<file path="config.mk">
export PLATFORM = sky130hd
export DESIGN_NAME = dio_terminals
export DESIGN_NICKNAME = d
export VERILOG_FILES = /design/src/verilog/dio_pkg.sv /design/src/verilog/dio_terminals.sv
export VERILOG_INCLUDE_DIRS = /design/src /design/src/verilog
export SDC_FILE = /design/constraint.sdc
export NUM_CORES = 1
export LEC_CHECK = 0
export BUFFER_PORTS_ARGS = -buffer_cell sky130_fd_sc_hd__buf_2
export CORE_UTILIZATION = 40
export DETAILED_ROUTE_END_ITERATION = 7
export MAX_ROUTING_LAYER = met4
export PLACE_DENSITY_LB_ADDON = 0.15
export SLEW_MARGIN = 10
export SYNTH_ARGS = -nofsm -noshare
export SYNTH_HDL_FRONTEND = slang
export SYNTH_SLANG_ARGS = --single-unit
</file>
<file path="constraint.sdc">
create_clock -name ref_clk -period 3.8 [get_ports ref_clk]
set_clock_uncertainty 0.15 [all_clocks]
set_input_delay 0.95 -clock ref_clk [delete_from_list [all_inputs] [get_ports ref_clk]]
set_output_delay 0.95 -clock ref_clk [all_outputs]
set_load 0.005 [all_outputs]
</file>
<file path="src/verilog/dio_cfg.svh">
`ifndef DIO_CFG_SVH
`define DIO_CFG_SVH
// Register byte offsets.
`define DIO_OFF_CTRL     12'h000
`define DIO_OFF_IN_FUNC  12'h004
`define DIO_OFF_OUT_FUNC 12'h008
`define DIO_OFF_STATUS   12'h00c
`define DIO_OFF_TERM     12'h010
`define DIO_OFF_COUNT    12'h014
`define DIO_OFF_ALARM    12'h018
// Field widths of one terminal's function code.
`define DIO_IN_FW        5
`define DIO_OUT_FW       4
// Reset and factory default values.
`define DIO_MODE_RST     2'h0
`define DIO_IN_FUNC_RST  25'h0b1a0e6
`define DIO_OUT_FUNC_RST 12'h431
// Input function codes.
`define DIO_FN_ORIGIN    5'h03
`define DIO_FN_FWD_LIM   5'h04
`define DIO_FN_BWD_LIM   5'h05
`define DIO_FN_ENABLE    5'h06
`define DIO_FN_RELEASE   5'h07
`define DIO_FN_ALM_CLR   5'h08
`define DIO_FN_RESTORE   5'h09
`define DIO_FN_STOP      5'h0a
`define DIO_FN_ESTOP     5'h0b
`define DIO_FN_POS_MOVE  5'h0c
`define DIO_FN_SPD_MOVE  5'h0d
`define DIO_FN_JOG_FWD   5'h0e
`define DIO_FN_JOG_BWD   5'h0f
`define DIO_FN_HOME      5'h10
`define DIO_FN_MULTI     5'h11
`define DIO_FN_SEG_BASE  5'h12
// Output function codes.
`define DIO_OF_ALARM     4'h1
`define DIO_OF_HOME_OK   4'h2
`define DIO_OF_RUNNING   4'h3
`define DIO_OF_POS_OK    4'h4
`define DIO_OF_MULTI     4'h5
`define DIO_OF_SEG_BASE  4'h6
`endif

</file>
<file path="src/verilog/dio_pkg.sv">
package dio_pkg;
	typedef enum logic [1:0] {
		dio_mode_bus        = 2'h0,
		dio_mode_ext_dir    = 2'h1,
		dio_mode_pulse_dir  = 2'h2,
		dio_mode_dual_pulse = 2'h3
	} dio_mode_t;
	typedef enum logic [1:0] {
		dio_home_idle = 2'b00,
		dio_home_back = 2'b01,
		dio_home_fwd  = 2'b11,
		dio_home_done = 2'b10
	} dio_home_t;
	typedef struct packed {
		logic       energise;
		logic       decel_stop;
		logic       halt;
		logic       start_position;
		logic       start_speed;
		logic       jog_fwd;
		logic       jog_bwd;
		logic       home_back;
		logic       home_fwd;
		logic       multi_start;
		logic [4:0] segment_select;
		logic       fwd_limit;
		logic       bwd_limit;
		logic       restore_defaults;
		logic       ext_direction;
	} dio_cmd_t;
	typedef struct packed {
		logic       moving;
		logic       at_target;
		logic       multi_active;
		logic [2:0] segment_status;
	} dio_sts_t;
	typedef struct packed {
		logic nvm_error;
		logic comm_error;
		logic over_voltage;
		logic under_voltage;
	} dio_fault_t;
endpackage : dio_pkg

</file>
<file path="src/verilog/dio_terminals.sv">
`timescale 1ns/1ps
`include "dio_cfg.svh"
module dio_terminals
	import dio_pkg::*;
(
	// Clock and reset.
	input  wire logic        ref_clk,
	input  wire logic        rst,
	// APB slave.
	input  wire logic        psel,
	input  wire logic        penable,
	input  wire logic        pwrite,
	input  wire logic [11:0] paddr,
	input  wire logic [31:0] pwdata,
	output logic      [31:0] prdata,
	output logic             pready,
	output logic             pslverr,
	// Terminal pins.
	input  wire logic        step_pulse_in,
	input  wire logic        step_direction_in,
	input  wire logic [4:0]  general_input,
	output logic      [2:0]  general_output,
	// Motion core.
	output dio_cmd_t         motion_cmd,
	input  wire dio_sts_t    motion_sts,
	input  wire dio_fault_t  fault_in
);
	// ------------------------------------------------------------
	// Pin synchronisers
	// ------------------------------------------------------------
	logic [6:0]  pin_meta_reg;
	logic [6:0]  pin_sync_reg;
	logic [6:0]  pin_last_reg;
	logic [6:0]  pin_rise;
	logic [4:0]  term_lvl;
	logic [4:0]  term_rise;

	// Only the second stage is read; the third stage exists for edge detection.
	always_ff @(posedge ref_clk)
	begin
		if (rst)
		begin
			pin_meta_reg <= 7'h00;
			pin_sync_reg <= 7'h00;
			pin_last_reg <= 7'h00;
		end
		else
		begin
			pin_meta_reg <= {general_input, step_direction_in, step_pulse_in};
			pin_sync_reg <= pin_meta_reg;
			pin_last_reg <= pin_sync_reg;
		end
	end

	// Levels and rising edges of the synchronised pins.
	assign pin_rise  = pin_sync_reg & ~pin_last_reg;
	assign term_lvl  = pin_sync_reg[6:2];
	assign term_rise = pin_rise[6:2];

	// ------------------------------------------------------------
	// Function decode
	// ------------------------------------------------------------
	logic [24:0] in_func_reg;
	logic [11:0] out_func_reg;
	dio_mode_t   mode_reg;
	logic [31:0] lvl_hit  [5];
	logic [31:0] rise_hit [5];
	logic [31:0] fn_lvl;
	logic [31:0] fn_rise;
	logic [31:0] fn_mask;
	logic        ext_mode;

	// Each terminal turns its level into a one-hot function vector.
	genvar gi;
	generate
		for (gi = 0; gi < 5; gi++)
		begin : g_term
			assign lvl_hit[gi]  = term_lvl[gi]  ? (32'h1 << in_func_reg[gi*`DIO_IN_FW +: `DIO_IN_FW]) : 32'h0;
			assign rise_hit[gi] = term_rise[gi] ? (32'h1 << in_func_reg[gi*`DIO_IN_FW +: `DIO_IN_FW]) : 32'h0;
		end
	endgenerate

	// Under external pulse control only four functions stay live.
	assign ext_mode = (mode_reg != dio_mode_bus);
	always_comb
	begin
		fn_lvl  = 32'h0;
		fn_rise = 32'h0;
		fn_mask = 32'hffffffff;
		for (int i = 0; i < 5; i++)
		begin
			fn_lvl  = fn_lvl | lvl_hit[i];
			fn_rise = fn_rise | rise_hit[i];
		end
		if (ext_mode)
		begin
			fn_mask = 32'h0;
			fn_mask[`DIO_FN_ENABLE]  = 1'b1;
			fn_mask[`DIO_FN_RELEASE] = 1'b1;
			fn_mask[`DIO_FN_ALM_CLR] = 1'b1;
			fn_mask[`DIO_FN_RESTORE] = 1'b1;
		end
		fn_lvl  = fn_lvl & fn_mask;
		fn_rise = fn_rise & fn_mask;
	end

	// ------------------------------------------------------------
	// Motion and status logic
	// ------------------------------------------------------------
	logic        energise_reg,  energise_next;
	logic        nvm_alarm_reg, nvm_alarm_next;
	logic        comm_alarm_reg, comm_alarm_next;
	logic        pos_mode_reg,  pos_mode_next;
	dio_home_t   home_reg,      home_next;
	logic [31:0] count_reg,     count_next;
	dio_cmd_t    cmd_reg,       cmd_next;
	logic [2:0]  gout_reg,      gout_next;
	logic        alarm;
	logic        pos_ok;
	logic [15:0] out_src;
	logic        halt;

	assign alarm  = nvm_alarm_reg | comm_alarm_reg | fault_in.over_voltage | fault_in.under_voltage;
	assign pos_ok = pos_mode_reg & motion_sts.at_target & ~motion_sts.moving;
	assign halt   = fn_lvl[`DIO_FN_ESTOP];

	// Next values of motor state, alarms, homing, step count and outputs.
	always_comb
	begin
		energise_next   = energise_reg;
		pos_mode_next   = pos_mode_reg;
		home_next       = home_reg;
		count_next      = count_reg;
		cmd_next        = cmd_reg;
		gout_next       = 3'h0;
		out_src         = 16'h0;
		// Release is checked last so that it wins over a same-cycle enable.
		if (fn_rise[`DIO_FN_ENABLE])
			energise_next = 1'b1;
		if (fn_lvl[`DIO_FN_RELEASE])
			energise_next = 1'b0;
		// A new fault in the cycle of a clear is kept: the set wins.
		nvm_alarm_next  = fault_in.nvm_error  | (nvm_alarm_reg  & ~fn_lvl[`DIO_FN_ALM_CLR]);
		comm_alarm_next = fault_in.comm_error | (comm_alarm_reg & ~fn_lvl[`DIO_FN_ALM_CLR]);
		// Step counting; in dual-pulse mode the direction pin carries reverse pulses.
		unique case (mode_reg)
			dio_mode_pulse_dir:
			begin
				if (pin_rise[0])
					count_next = pin_sync_reg[1] ? count_reg - 32'h1 : count_reg + 32'h1;
			end
			dio_mode_dual_pulse:
			begin
				if (pin_rise[0] && !pin_rise[1])
					count_next = count_reg + 32'h1;
				else if (pin_rise[1] && !pin_rise[0])
					count_next = count_reg - 32'h1;
			end
			default:
			begin
				count_next = count_reg;
			end
		endcase
		// Homing search: backward first, turn at the backward limit, stop on origin.
		unique case (home_reg)
			dio_home_idle:
			begin
				if (fn_rise[`DIO_FN_HOME] && !halt)
					home_next = dio_home_back;
			end
			dio_home_back:
			begin
				if (halt || fn_rise[`DIO_FN_STOP])
					home_next = dio_home_idle;
				else if (fn_lvl[`DIO_FN_ORIGIN])
					home_next = dio_home_done;
				else if (fn_lvl[`DIO_FN_BWD_LIM])
					home_next = dio_home_fwd;
			end
			dio_home_fwd:
			begin
				if (halt || fn_rise[`DIO_FN_STOP] || fn_lvl[`DIO_FN_FWD_LIM])
					home_next = dio_home_idle;
				else if (fn_lvl[`DIO_FN_ORIGIN])
					home_next = dio_home_done;
			end
			dio_home_done:
			begin
				if (fn_rise[`DIO_FN_HOME] && !halt)
					home_next = dio_home_back;
				else if (fn_rise[`DIO_FN_POS_MOVE] || fn_rise[`DIO_FN_SPD_MOVE])
					home_next = dio_home_idle;
			end
		endcase
		// Commands to the motion core.
		cmd_next.energise         = energise_next;
		cmd_next.decel_stop       = fn_rise[`DIO_FN_STOP];
		cmd_next.halt             = halt;
		cmd_next.start_position   = fn_rise[`DIO_FN_POS_MOVE] & ~halt;
		cmd_next.start_speed      = fn_rise[`DIO_FN_SPD_MOVE] & ~halt;
		// Opposing jogs cancel so the motor never gets two directions.
		cmd_next.jog_fwd          = fn_lvl[`DIO_FN_JOG_FWD] & ~fn_lvl[`DIO_FN_JOG_BWD] & ~halt;
		cmd_next.jog_bwd          = fn_lvl[`DIO_FN_JOG_BWD] & ~fn_lvl[`DIO_FN_JOG_FWD] & ~halt;
		cmd_next.home_back        = (home_next == dio_home_back);
		cmd_next.home_fwd         = (home_next == dio_home_fwd);
		cmd_next.multi_start      = fn_rise[`DIO_FN_MULTI] & ~halt;
		cmd_next.segment_select   = fn_lvl[`DIO_FN_SEG_BASE +: 5];
		cmd_next.fwd_limit        = fn_lvl[`DIO_FN_FWD_LIM];
		cmd_next.bwd_limit        = fn_lvl[`DIO_FN_BWD_LIM];
		cmd_next.restore_defaults = fn_rise[`DIO_FN_RESTORE];
		cmd_next.ext_direction    = ext_mode & pin_sync_reg[1];
		// Position-reached only means something after a position move.
		if (cmd_next.start_position)
			pos_mode_next = 1'b1;
		else if (cmd_next.start_speed || cmd_next.jog_fwd || cmd_next.jog_bwd || cmd_next.home_back)
			pos_mode_next = 1'b0;
		// Output function sources, indexed by output code.
		out_src[`DIO_OF_ALARM]   = alarm;
		out_src[`DIO_OF_RUNNING] = motion_sts.moving;
		out_src[`DIO_OF_POS_OK]  = pos_ok;
		if (!ext_mode)
		begin
			out_src[`DIO_OF_HOME_OK]          = (home_reg == dio_home_done);
			out_src[`DIO_OF_MULTI]            = motion_sts.multi_active;
			out_src[`DIO_OF_SEG_BASE +: 3]    = motion_sts.segment_status;
		end // else
		for (int j = 0; j < 3; j++)
			gout_next[j] = out_src[out_func_reg[j*`DIO_OUT_FW +: `DIO_OUT_FW]];
	end

	// Registers of the motion and status group.
	always_ff @(posedge ref_clk)
	begin
		if (rst)
		begin
			energise_reg   <= 1'b0;
			nvm_alarm_reg  <= 1'b0;
			comm_alarm_reg <= 1'b0;
			pos_mode_reg   <= 1'b0;
			home_reg       <= dio_home_idle;
			count_reg      <= 32'h0;
			cmd_reg        <= '0;
			gout_reg       <= 3'h0;
		end
		else
		begin
			energise_reg   <= energise_next;
			nvm_alarm_reg  <= nvm_alarm_next;
			comm_alarm_reg <= comm_alarm_next;
			pos_mode_reg   <= pos_mode_next;
			home_reg       <= home_next;
			count_reg      <= count_next;
			cmd_reg        <= cmd_next;
			gout_reg       <= gout_next;
		end
	end

	// ------------------------------------------------------------
	// APB register file
	// ------------------------------------------------------------
	dio_mode_t   mode_next;
	logic [24:0] in_func_next;
	logic [11:0] out_func_next;
	logic [31:0] prdata_reg,  prdata_next;
	logic        pready_reg,  pready_next;
	logic        pslverr_reg, pslverr_next;
	logic        hit;
	logic [31:0] rd;

	// The answer is registered, so every access waits one cycle in its access phase.
	always_comb
	begin
		mode_next     = mode_reg;
		in_func_next  = in_func_reg;
		out_func_next = out_func_reg;
		prdata_next   = prdata_reg;
		pslverr_next  = pslverr_reg;
		pready_next   = 1'b0;
		hit           = 1'b1;
		rd            = 32'h0;
		unique case (paddr)
			`DIO_OFF_CTRL:     rd = {30'h0, mode_reg};
			`DIO_OFF_IN_FUNC:  rd = {7'h0, in_func_reg};
			`DIO_OFF_OUT_FUNC: rd = {20'h0, out_func_reg};
			`DIO_OFF_STATUS:   rd = {26'h0, motion_sts.multi_active, ~energise_reg, alarm,
						motion_sts.moving, (home_reg == dio_home_done), pos_ok};
			`DIO_OFF_TERM:     rd = {21'h0, gout_reg, 1'b0, pin_sync_reg};
			`DIO_OFF_COUNT:    rd = count_reg;
			`DIO_OFF_ALARM:    rd = {28'h0, fault_in.under_voltage, fault_in.over_voltage,
						comm_alarm_reg, nvm_alarm_reg};
			default:           hit = 1'b0;
		endcase
		if (psel && penable && !pready_reg)
		begin
			pready_next  = 1'b1;
			pslverr_next = ~hit;
			prdata_next  = (hit && !pwrite) ? rd : 32'h0;
		end
		// Writes land only at the edge that completes the transfer.
		if (psel && penable && pready_reg && pwrite && hit)
		begin
			unique case (paddr)
				`DIO_OFF_CTRL:     mode_next     = dio_mode_t'(pwdata[1:0]);
				`DIO_OFF_IN_FUNC:  in_func_next  = pwdata[24:0];
				`DIO_OFF_OUT_FUNC: out_func_next = pwdata[11:0];
				default:           mode_next     = mode_reg;
			endcase
		end
		// Restore beats a same-cycle write so defaults are certain afterwards.
		if (fn_rise[`DIO_FN_RESTORE])
		begin
			mode_next     = dio_mode_t'(`DIO_MODE_RST);
			in_func_next  = `DIO_IN_FUNC_RST;
			out_func_next = `DIO_OUT_FUNC_RST;
		end
	end

	// Registers of the bus group.
	always_ff @(posedge ref_clk)
	begin
		if (rst)
		begin
			mode_reg     <= dio_mode_t'(`DIO_MODE_RST);
			in_func_reg  <= `DIO_IN_FUNC_RST;
			out_func_reg <= `DIO_OUT_FUNC_RST;
			prdata_reg   <= 32'h0;
			pready_reg   <= 1'b0;
			pslverr_reg  <= 1'b0;
		end
		else
		begin
			mode_reg     <= mode_next;
			in_func_reg  <= in_func_next;
			out_func_reg <= out_func_next;
			prdata_reg   <= prdata_next;
			pready_reg   <= pready_next;
			pslverr_reg  <= pslverr_next;
		end
	end

	// Outputs.
	assign prdata         = prdata_reg;
	assign pready         = pready_reg;
	assign pslverr        = pslverr_reg;
	assign general_output = gout_reg;
	assign motion_cmd     = cmd_reg;
endmodule : dio_terminals

</file>
==> results of run 1 <==
metal layers:
layer / vias to the layer above / GRT usage
li1: 3813 / -
met1: 3693 / 0.400
met2: 320 / 0.394
met3: 36 / 0.0540
met4: 0 / 0.0900
met5: - / -
final cells by class:
class	instances	area [µm²]
Clock buffer	19	433
Clock inverter	13	145
Fill cell	1950	10200
Inverter	17	63.8
Multi-Input combinational cell	765	4530
Sequential cell	153	3060
Tap cell	265	332
Timing Repair Buffer	130	693
path summary, 6_finish.rpt:
check,end,slack [ns]
max,prdata[28],1.0
min,pin_sync_reg[6],0.29
max reg2reg,motion_cmd[11],1.01
min reg2reg,pin_sync_reg[6],0.29
cell families after synthesis:
family | count (synthesis) | synth area share
and+or+nand+nor | 498 | 0.329
AOI/OAI and AO/OA | 213 | 0.176
DFF | 153 | 0.387
buffers and inverters | 86 | 0.0439
xor gates and xnor gates | 27 | 0.0299
muxes | 25 | 0.0316
adders and majority gates | 2 | 0.00316
synthesized netlist by cell type (26+ instances only):
cell type                  count
sky130_fd_sc_hd__nor2_1      146
sky130_fd_sc_hd__nor4_1       26
sky130_fd_sc_hd__dfxtp_1     153
sky130_fd_sc_hd__nand3_1      27
sky130_fd_sc_hd__nand3b_1     30
sky130_fd_sc_hd__nor3_1       46
sky130_fd_sc_hd__a21oi_1      61
sky130_fd_sc_hd__nand2_1      95
sky130_fd_sc_hd__a22oi_1      41
sky130_fd_sc_hd__clkbuf_1     54
sky130_fd_sc_hd__o21ai_0      28
sky130_fd_sc_hd__o22ai_1      27
through the flow:
stage           util  setup WS [ns]
5_1_grt        0.476          0.736
3_3_place_gp   0.446          0.569
4_1_cts        0.476           1.00
3_5_place_dp   0.446          0.555
6_report       0.476          0.998
2_1_floorplan      -          0.839
worst max-delay path, stage by stage:
cell and delay [ns]:
sky130_fd_sc_hd__buf_2 0.12, sky130_fd_sc_hd__nor4_1 0.26, sky130_fd_sc_hd__nand3_1 0.23, sky130_fd_sc_hd__buf_4 0.26
sky130_fd_sc_hd__nor4_2 0.24, sky130_fd_sc_hd__buf_4 0.24, sky130_fd_sc_hd__nor2b_1 0.47, sky130_fd_sc_hd__a22oi_1 0.13
sky130_fd_sc_hd__nor2_1 0.11
power breakdown:
group	total, W	switching, W	internal [W]
clock	0.00168	0.000707	0.000973
combinational	0.000165	0.000105	0.0000597
sequential	0.00163	0.0000135	0.00162
total	0.00348	0.000826	0.00265
==> flow_metrics.tcl, run 1 <==
set metrics [dict create \
    grtUsageTotal 0.281 \
    final_nets 1152 \
    most_common_cell_after_layout_fill_and_taps_aside "sky130_fd_sc_hd__dfxtp_1" \
    detailedRoute.firstPassIterationCount 5 \
    design.die.area_um2 20400 \
    synth-warning-count 0 \
    worst_setup_path_start_kind "primary input" \
    placeableCoreArea_um2 19500 \
    detail_route.wirelength_um 27100 \
    die_height_um 143 \
    maxUsedRoutingLayer "met4" \
    reg2reg_depth 7 \
    yosys_top_cell_area_share 0.387 \
    tritoncts "yes" \
    post_synth_instance_area_um2 7920 \
    min_path_type "flop to flop" \
    hold_path_depth 1 \
    final_antenna_net_count 0 \
    most_used_cells_in_the_layout_excluding_fill_and_tap_cells "153 x sky130_fd_sc_hd__dfxtp_1, 145 x sky130_fd_sc_hd__nor2_1, 113 x sky130_fd_sc_hd__buf_2, 95 x sky130_fd_sc_hd__nand2_1, 61 x sky130_fd_sc_hd__a21oi_1" \
    grt_antenna_before_repair 0 \
    cts.clk_slew.worst_paths_ns 0.07 \
    final_min_period_over_clock_period 0.737 \
    crit_path_max_fanout 15 \
    area_delta_synth_final_pct 16.9 \
    synth_area_per_cell_um2 7.89 \
    antennaDiodeCount 0 \
    cts_htree_levels 4 \
    ctsResizeCount 0 \
    p_total_w 0.00348 \
    power.density_cell_area_nw_per_um2 375 \
    synthesis.nets 1072 \
    die-width_um 143 \
    post_layout_nonfiller_instances 1362 \
    timing.slew.headroom 0.408 \
    cts_hold_repair.buffers 0 \
    portBuffers 114 \
    cts-buffers-inserted 17 \
    post_cts_buffers 0 \
    iter_0_drt_violations 755 \
    post_synth_inst_count 1004 \
    setup_violations 0 \
    layout_cell_share_with_drive_strength_beyond_1 0.170 \
    finalSetupTns_ns 0 \
    hold_slack_ns 0.287 \
    routed_metal_1_wire_length_um 13400 \
    worst-setup-path-type "primary input to flop" \
    met3WireLength_um 1950 \
    worst-endpoint-arrival_ns 3.02 \
    clock-root-buffer "sky130_fd_sc_hd__clkbuf_16" \
    slew_violations 0 \
    synth_ff_type "sky130_fd_sc_hd__dfxtp_1" \
    placement_rows 51 \
    num_io_pins 122 \
    end_kind "flop" \
    static-leakage-power_nw 3.37 \
    ys_ff_latch 153 \
    min-delay-start "pin_meta_reg[6]" \
    synth_top_cells_by_area "sky130_fd_sc_hd__dfxtp_1 39%, sky130_fd_sc_hd__nor2_1 6.9%, sky130_fd_sc_hd__nand2_1 4.5%" \
    start_util 0.407 \
    cap_violations 0 \
    layout.cell_area.non_filler_um2 9260 \
    post-route-drc-count 0 \
    cts.sink_count 153 \
    number_of_global_route_vias_before_repair 7017 \
    wl_met2_um 11200 \
    max_slew.worst_pin.slew_ns 0.889 \
    synth-edff-count 0 \
    origin_of_the_worst_setup_path "paddr[7]" \
    grt_overflow_total 0 \
    post_drt_via_cell_ratio 5.77 \
    routed-via-count 7862 \
    max_freq_mhz 357 \
    placed_cell_area_um2 8680 \
    sequential_area_share_after_synthesis 0.387 \
    dp.cells 1330 \
    post-dp-hpwl_um 19700 \
    clock_insertion_delay_worst_skew_ns 0.43 \
    grt_start_max_net_pins 62 \
    synthDistinctLibCells 66 \
    synthArstFlopShare 0 \
    worst_ir_drop_vdd_v 0.000282 \
    grt_first_pass_wirelength_um 41800 \
    crit-reg2reg-launch "in_func_reg[11]" \
    run_status "complete, no violations" \
    routed_wl_per_cell_um 19.9 \
    place.gp.congestion 1.00 \
    layout_min_cycle_time_ns 2.80 \
    cts_max_path_buffers 2 \
    grt_setup_unrepaired "no" \
    final_hold_viol_count 0 \
    crit_path_required_time_ns 4.02 \
    synth_area_leader_cell "sky130_fd_sc_hd__dfxtp_1" \
]
Note: power is estimated with default switching activity, not from simulation.
==> run 2: changes to the inputs <==
--- a/config.mk
+++ b/config.mk
@@ -6,6 +6,7 @@
 export SDC_FILE = /design/constraint.sdc
 export NUM_CORES = 1
 export LEC_CHECK = 0
+export ABC_AREA = 1
 export BUFFER_PORTS_ARGS = -buffer_cell sky130_fd_sc_hd__buf_2
 export CORE_UTILIZATION = 40
 export DETAILED_ROUTE_END_ITERATION = 7
==> constraint.sdc (replaced) <==
create_clock -name ref_clk -period 2.75 [get_ports ref_clk]
set_clock_uncertainty 0.15 [all_clocks]
set_input_delay 0.6875 -clock ref_clk [delete_from_list [all_inputs] [get_ports ref_clk]]
set_output_delay 0.6875 -clock ref_clk [all_outputs]
set_load 0.005 [all_outputs]
==> flow_metrics.tcl, run 2 <==
set metrics [dict create \
    run_status "complete, no violations" \
    most_common_cell_after_layout_fill_and_taps_aside "sky130_fd_sc_hd__nand2_1" \
    area_delta_synth_final_pct 18.8 \
    most_used_cells_in_the_layout_excluding_fill_and_tap_cells "268 x sky130_fd_sc_hd__nand2_1, 227 x sky130_fd_sc_hd__nor2_1, 153 x sky130_fd_sc_hd__dfxtp_1, 148 x sky130_fd_sc_hd__inv_1, 114 x sky130_fd_sc_hd__buf_2" \
    worst-setup-path-type "flop to flop" \
    cts_hold_repair.buffers 0 \
    tritoncts "yes" \
    post-dp-hpwl_um 23400 \
    synthesis.nets 1405 \
    cts-buffers-inserted 17 \
    yosys_top_cell_area_share 0.360 \
    placement_rows 52 \
    setup.worst_path.end "in_func_reg[3]" \
    setup_violations 0 \
    grt_overflow_total 0 \
    cap_violations 0 \
    r2r_end "in_func_reg[3]" \
    post_synth_instance_area_um2 8500 \
    worst_ir_drop_vdd_v 0.000305 \
    synthTopCellsByCount "268 x sky130_fd_sc_hd__nand2_1, 227 x sky130_fd_sc_hd__nor2_1, 153 x sky130_fd_sc_hd__dfxtp_1" \
    antennaDiodeCount 0 \
    grt_setup_unrepaired "no" \
    clock-root-buffer "sky130_fd_sc_hd__clkbuf_16" \
    synthMostInstantiatedCell "sky130_fd_sc_hd__nand2_1" \
    die-width_um 148 \
    finalSetupTns_ns 0 \
    number_of_global_route_vias_before_repair 8662 \
    synth-warning-count 0 \
    crit-reg2reg-launch "in_func_reg[20]" \
    final_nets 1521 \
    portBuffers 114 \
    grt_first_pass_wirelength_um 47200 \
    final_antenna_net_count 0 \
    ctsResizeCount 0 \
    synth_top_cells_by_area "sky130_fd_sc_hd__dfxtp_1 36%, sky130_fd_sc_hd__nand2_1 12%, sky130_fd_sc_hd__nor2_1 10%" \
    p_total_w 0.00508 \
    post-route-drc-count 0 \
    layout_cell_share_with_drive_strength_beyond_1 0.141 \
    crit_path_required_time_ns 2.93 \
    timing.slew.headroom 0.537 \
    synth_ff_type "sky130_fd_sc_hd__dfxtp_1" \
    grt_antenna_before_repair 0 \
    cts_htree_levels 4 \
    cts.clk_slew.worst_paths_ns 0.07 \
    grtUsageTotal 0.292 \
    power.density_cell_area_nw_per_um2 504 \
    min_path_type "flop to flop" \
    final_hold_viol_count 0 \
    ys_ff_latch 153 \
    die_height_um 148 \
    reg2reg_depth 9 \
    worst-endpoint-arrival_ns 2.59 \
    slew_violations 0 \
    design.die.area_um2 21800 \
    layout_min_cycle_time_ns 2.41 \
    sequential_area_share_after_synthesis 0.360 \
    synthDistinctLibCells 51 \
    routed_wl_per_cell_um 17.4 \
    layout_setup_ws_ns 0.335 \
    grt_start_max_net_pins 41 \
    iter_0_drt_violations 686 \
    crit_path_max_fanout 28 \
    detailedRoute.firstPassIterationCount 5 \
    post_drt_via_cell_ratio 5.40 \
    clock_insertion_delay_worst_skew_ns 0.44 \
    start_util 0.413 \
    end_kind "flop" \
    detail_route.wirelength_um 30300 \
    max_freq_mhz 414 \
    synthArstFlopShare 0 \
    routed-via-count 9371 \
    worst_setup_path_start_kind "flop" \
    post_synth_inst_count 1337 \
    synth-edff-count 0 \
    detailedPlace.worstSlack_ns 0.106 \
    final_min_period_over_clock_period 0.878 \
    max_slew.worst_pin.slew_ns 0.676 \
    hold_slack_ns 0.256 \
    static-leakage-power_nw 4.48 \
    cts.sink_count 153 \
    place.gp.congestion 0.989 \
    reg2reg_setup_slack_ns 0.34 \
    origin_of_the_worst_setup_path "in_func_reg[20]" \
    synth_area_leader_cell "sky130_fd_sc_hd__dfxtp_1" \
    num_io_pins 122 \
    cts_max_path_buffers 2 \
    placeableCoreArea_um2 20600 \
    post_cts_buffers 0 \
    synth_area_per_cell_um2 6.36 \
]
run 2: changes by cell type in the layout (fill, tap and decap cells not counted), sizes merged, moves of 25 or more:
cell,change
nand2,+177
inv,+144
nor2,+85
nand3,+77
o21ai,+68
a22oi,-39
nand3b,-27
a21oi,+26
nor2b,-25
run 2: logic make-up after synthesis:
family,Yosys count,synth area share
buf+inv,208,0.0995
mux,1,0.00118
simple gates,716,0.364
flops,153,0.360
compound gates,255,0.170
fa+ha+maj,2,0.00294
xor+xnor,2,0.00206
run 2: per-stage QoR:
| stage | cells | cell area (µm²) | util |
|---|---|---|---|
| after global placement | 1704 | 9470 | 0.461 |
| after global routing | 1736 | 10100 | 0.491 |
| after CTS | 1736 | 10100 | 0.491 |
| after detailed placement | 1704 | 9470 | 0.461 |
| final | 1736 | 10100 | 0.491 |
| after floorplan | 1337 | 8500 | - |
run 2: final cells by class:
cell class	count	area (µm²)
clock buffers	17	425
repair buffers	148	888
multi-input cells	976	4590
inverters	157	589
fillers	2207	10500
well taps	270	338
flip-flops and latches	153	3060
clock inverters	15	203
run 2: critical path: stages (launching register included):
cell and delay, ns:
sky130_fd_sc_hd__dfxtp_1 0.39, sky130_fd_sc_hd__clkinv_1 0.30, sky130_fd_sc_hd__nor3_1 0.26, sky130_fd_sc_hd__inv_1 0.12, sky130_fd_sc_hd__o2111a_1 0.29, sky130_fd_sc_hd__nand2_1 0.26, sky130_fd_sc_hd__inv_2 0.17, sky130_fd_sc_hd__buf_12 0.20
sky130_fd_sc_hd__o21ai_0 0.10, sky130_fd_sc_hd__nor2_1 0.05
run 2: power by group:
part / switching [W] / internal (W) / leakage [nW]
clock: 0.00110 / 0.00147 / 0.303
sequential: 0.0000202 / 0.00224 / 1.24
combinational: 0.000161 / 0.0000886 / 2.94
total: 0.00128 / 0.00380 / 4.48
run 2: worst min path at each step:
stage,startpoint,end,slack [ns],cells after the start
2_1_floorplan,pin_meta_reg[0],pin_sync_reg[0],0.24,2
3_3_place_gp,pin_meta_reg[1],pin_sync_reg[1],0.24,2
3_5_place_dp,pin_meta_reg[1],pin_sync_reg[1],0.25,2
4_1_cts,pin_meta_reg[1],pin_sync_reg[1],0.26,2
5_1_grt,pin_meta_reg[4],pin_sync_reg[4],0.28,2
6_report,pin_meta_reg[1],pin_sync_reg[1],0.26,2
run 2: metal layers:
layer / global-route usage / share of wire / vias up
met1: 0.376 / 0.44 / 4311
met4: 0.112 / 0.032 / 0
met3: 0.0522 / 0.064 / 57
met5: - / 0 / -
met2: 0.454 / 0.46 / 333
li1: - / - / 4670
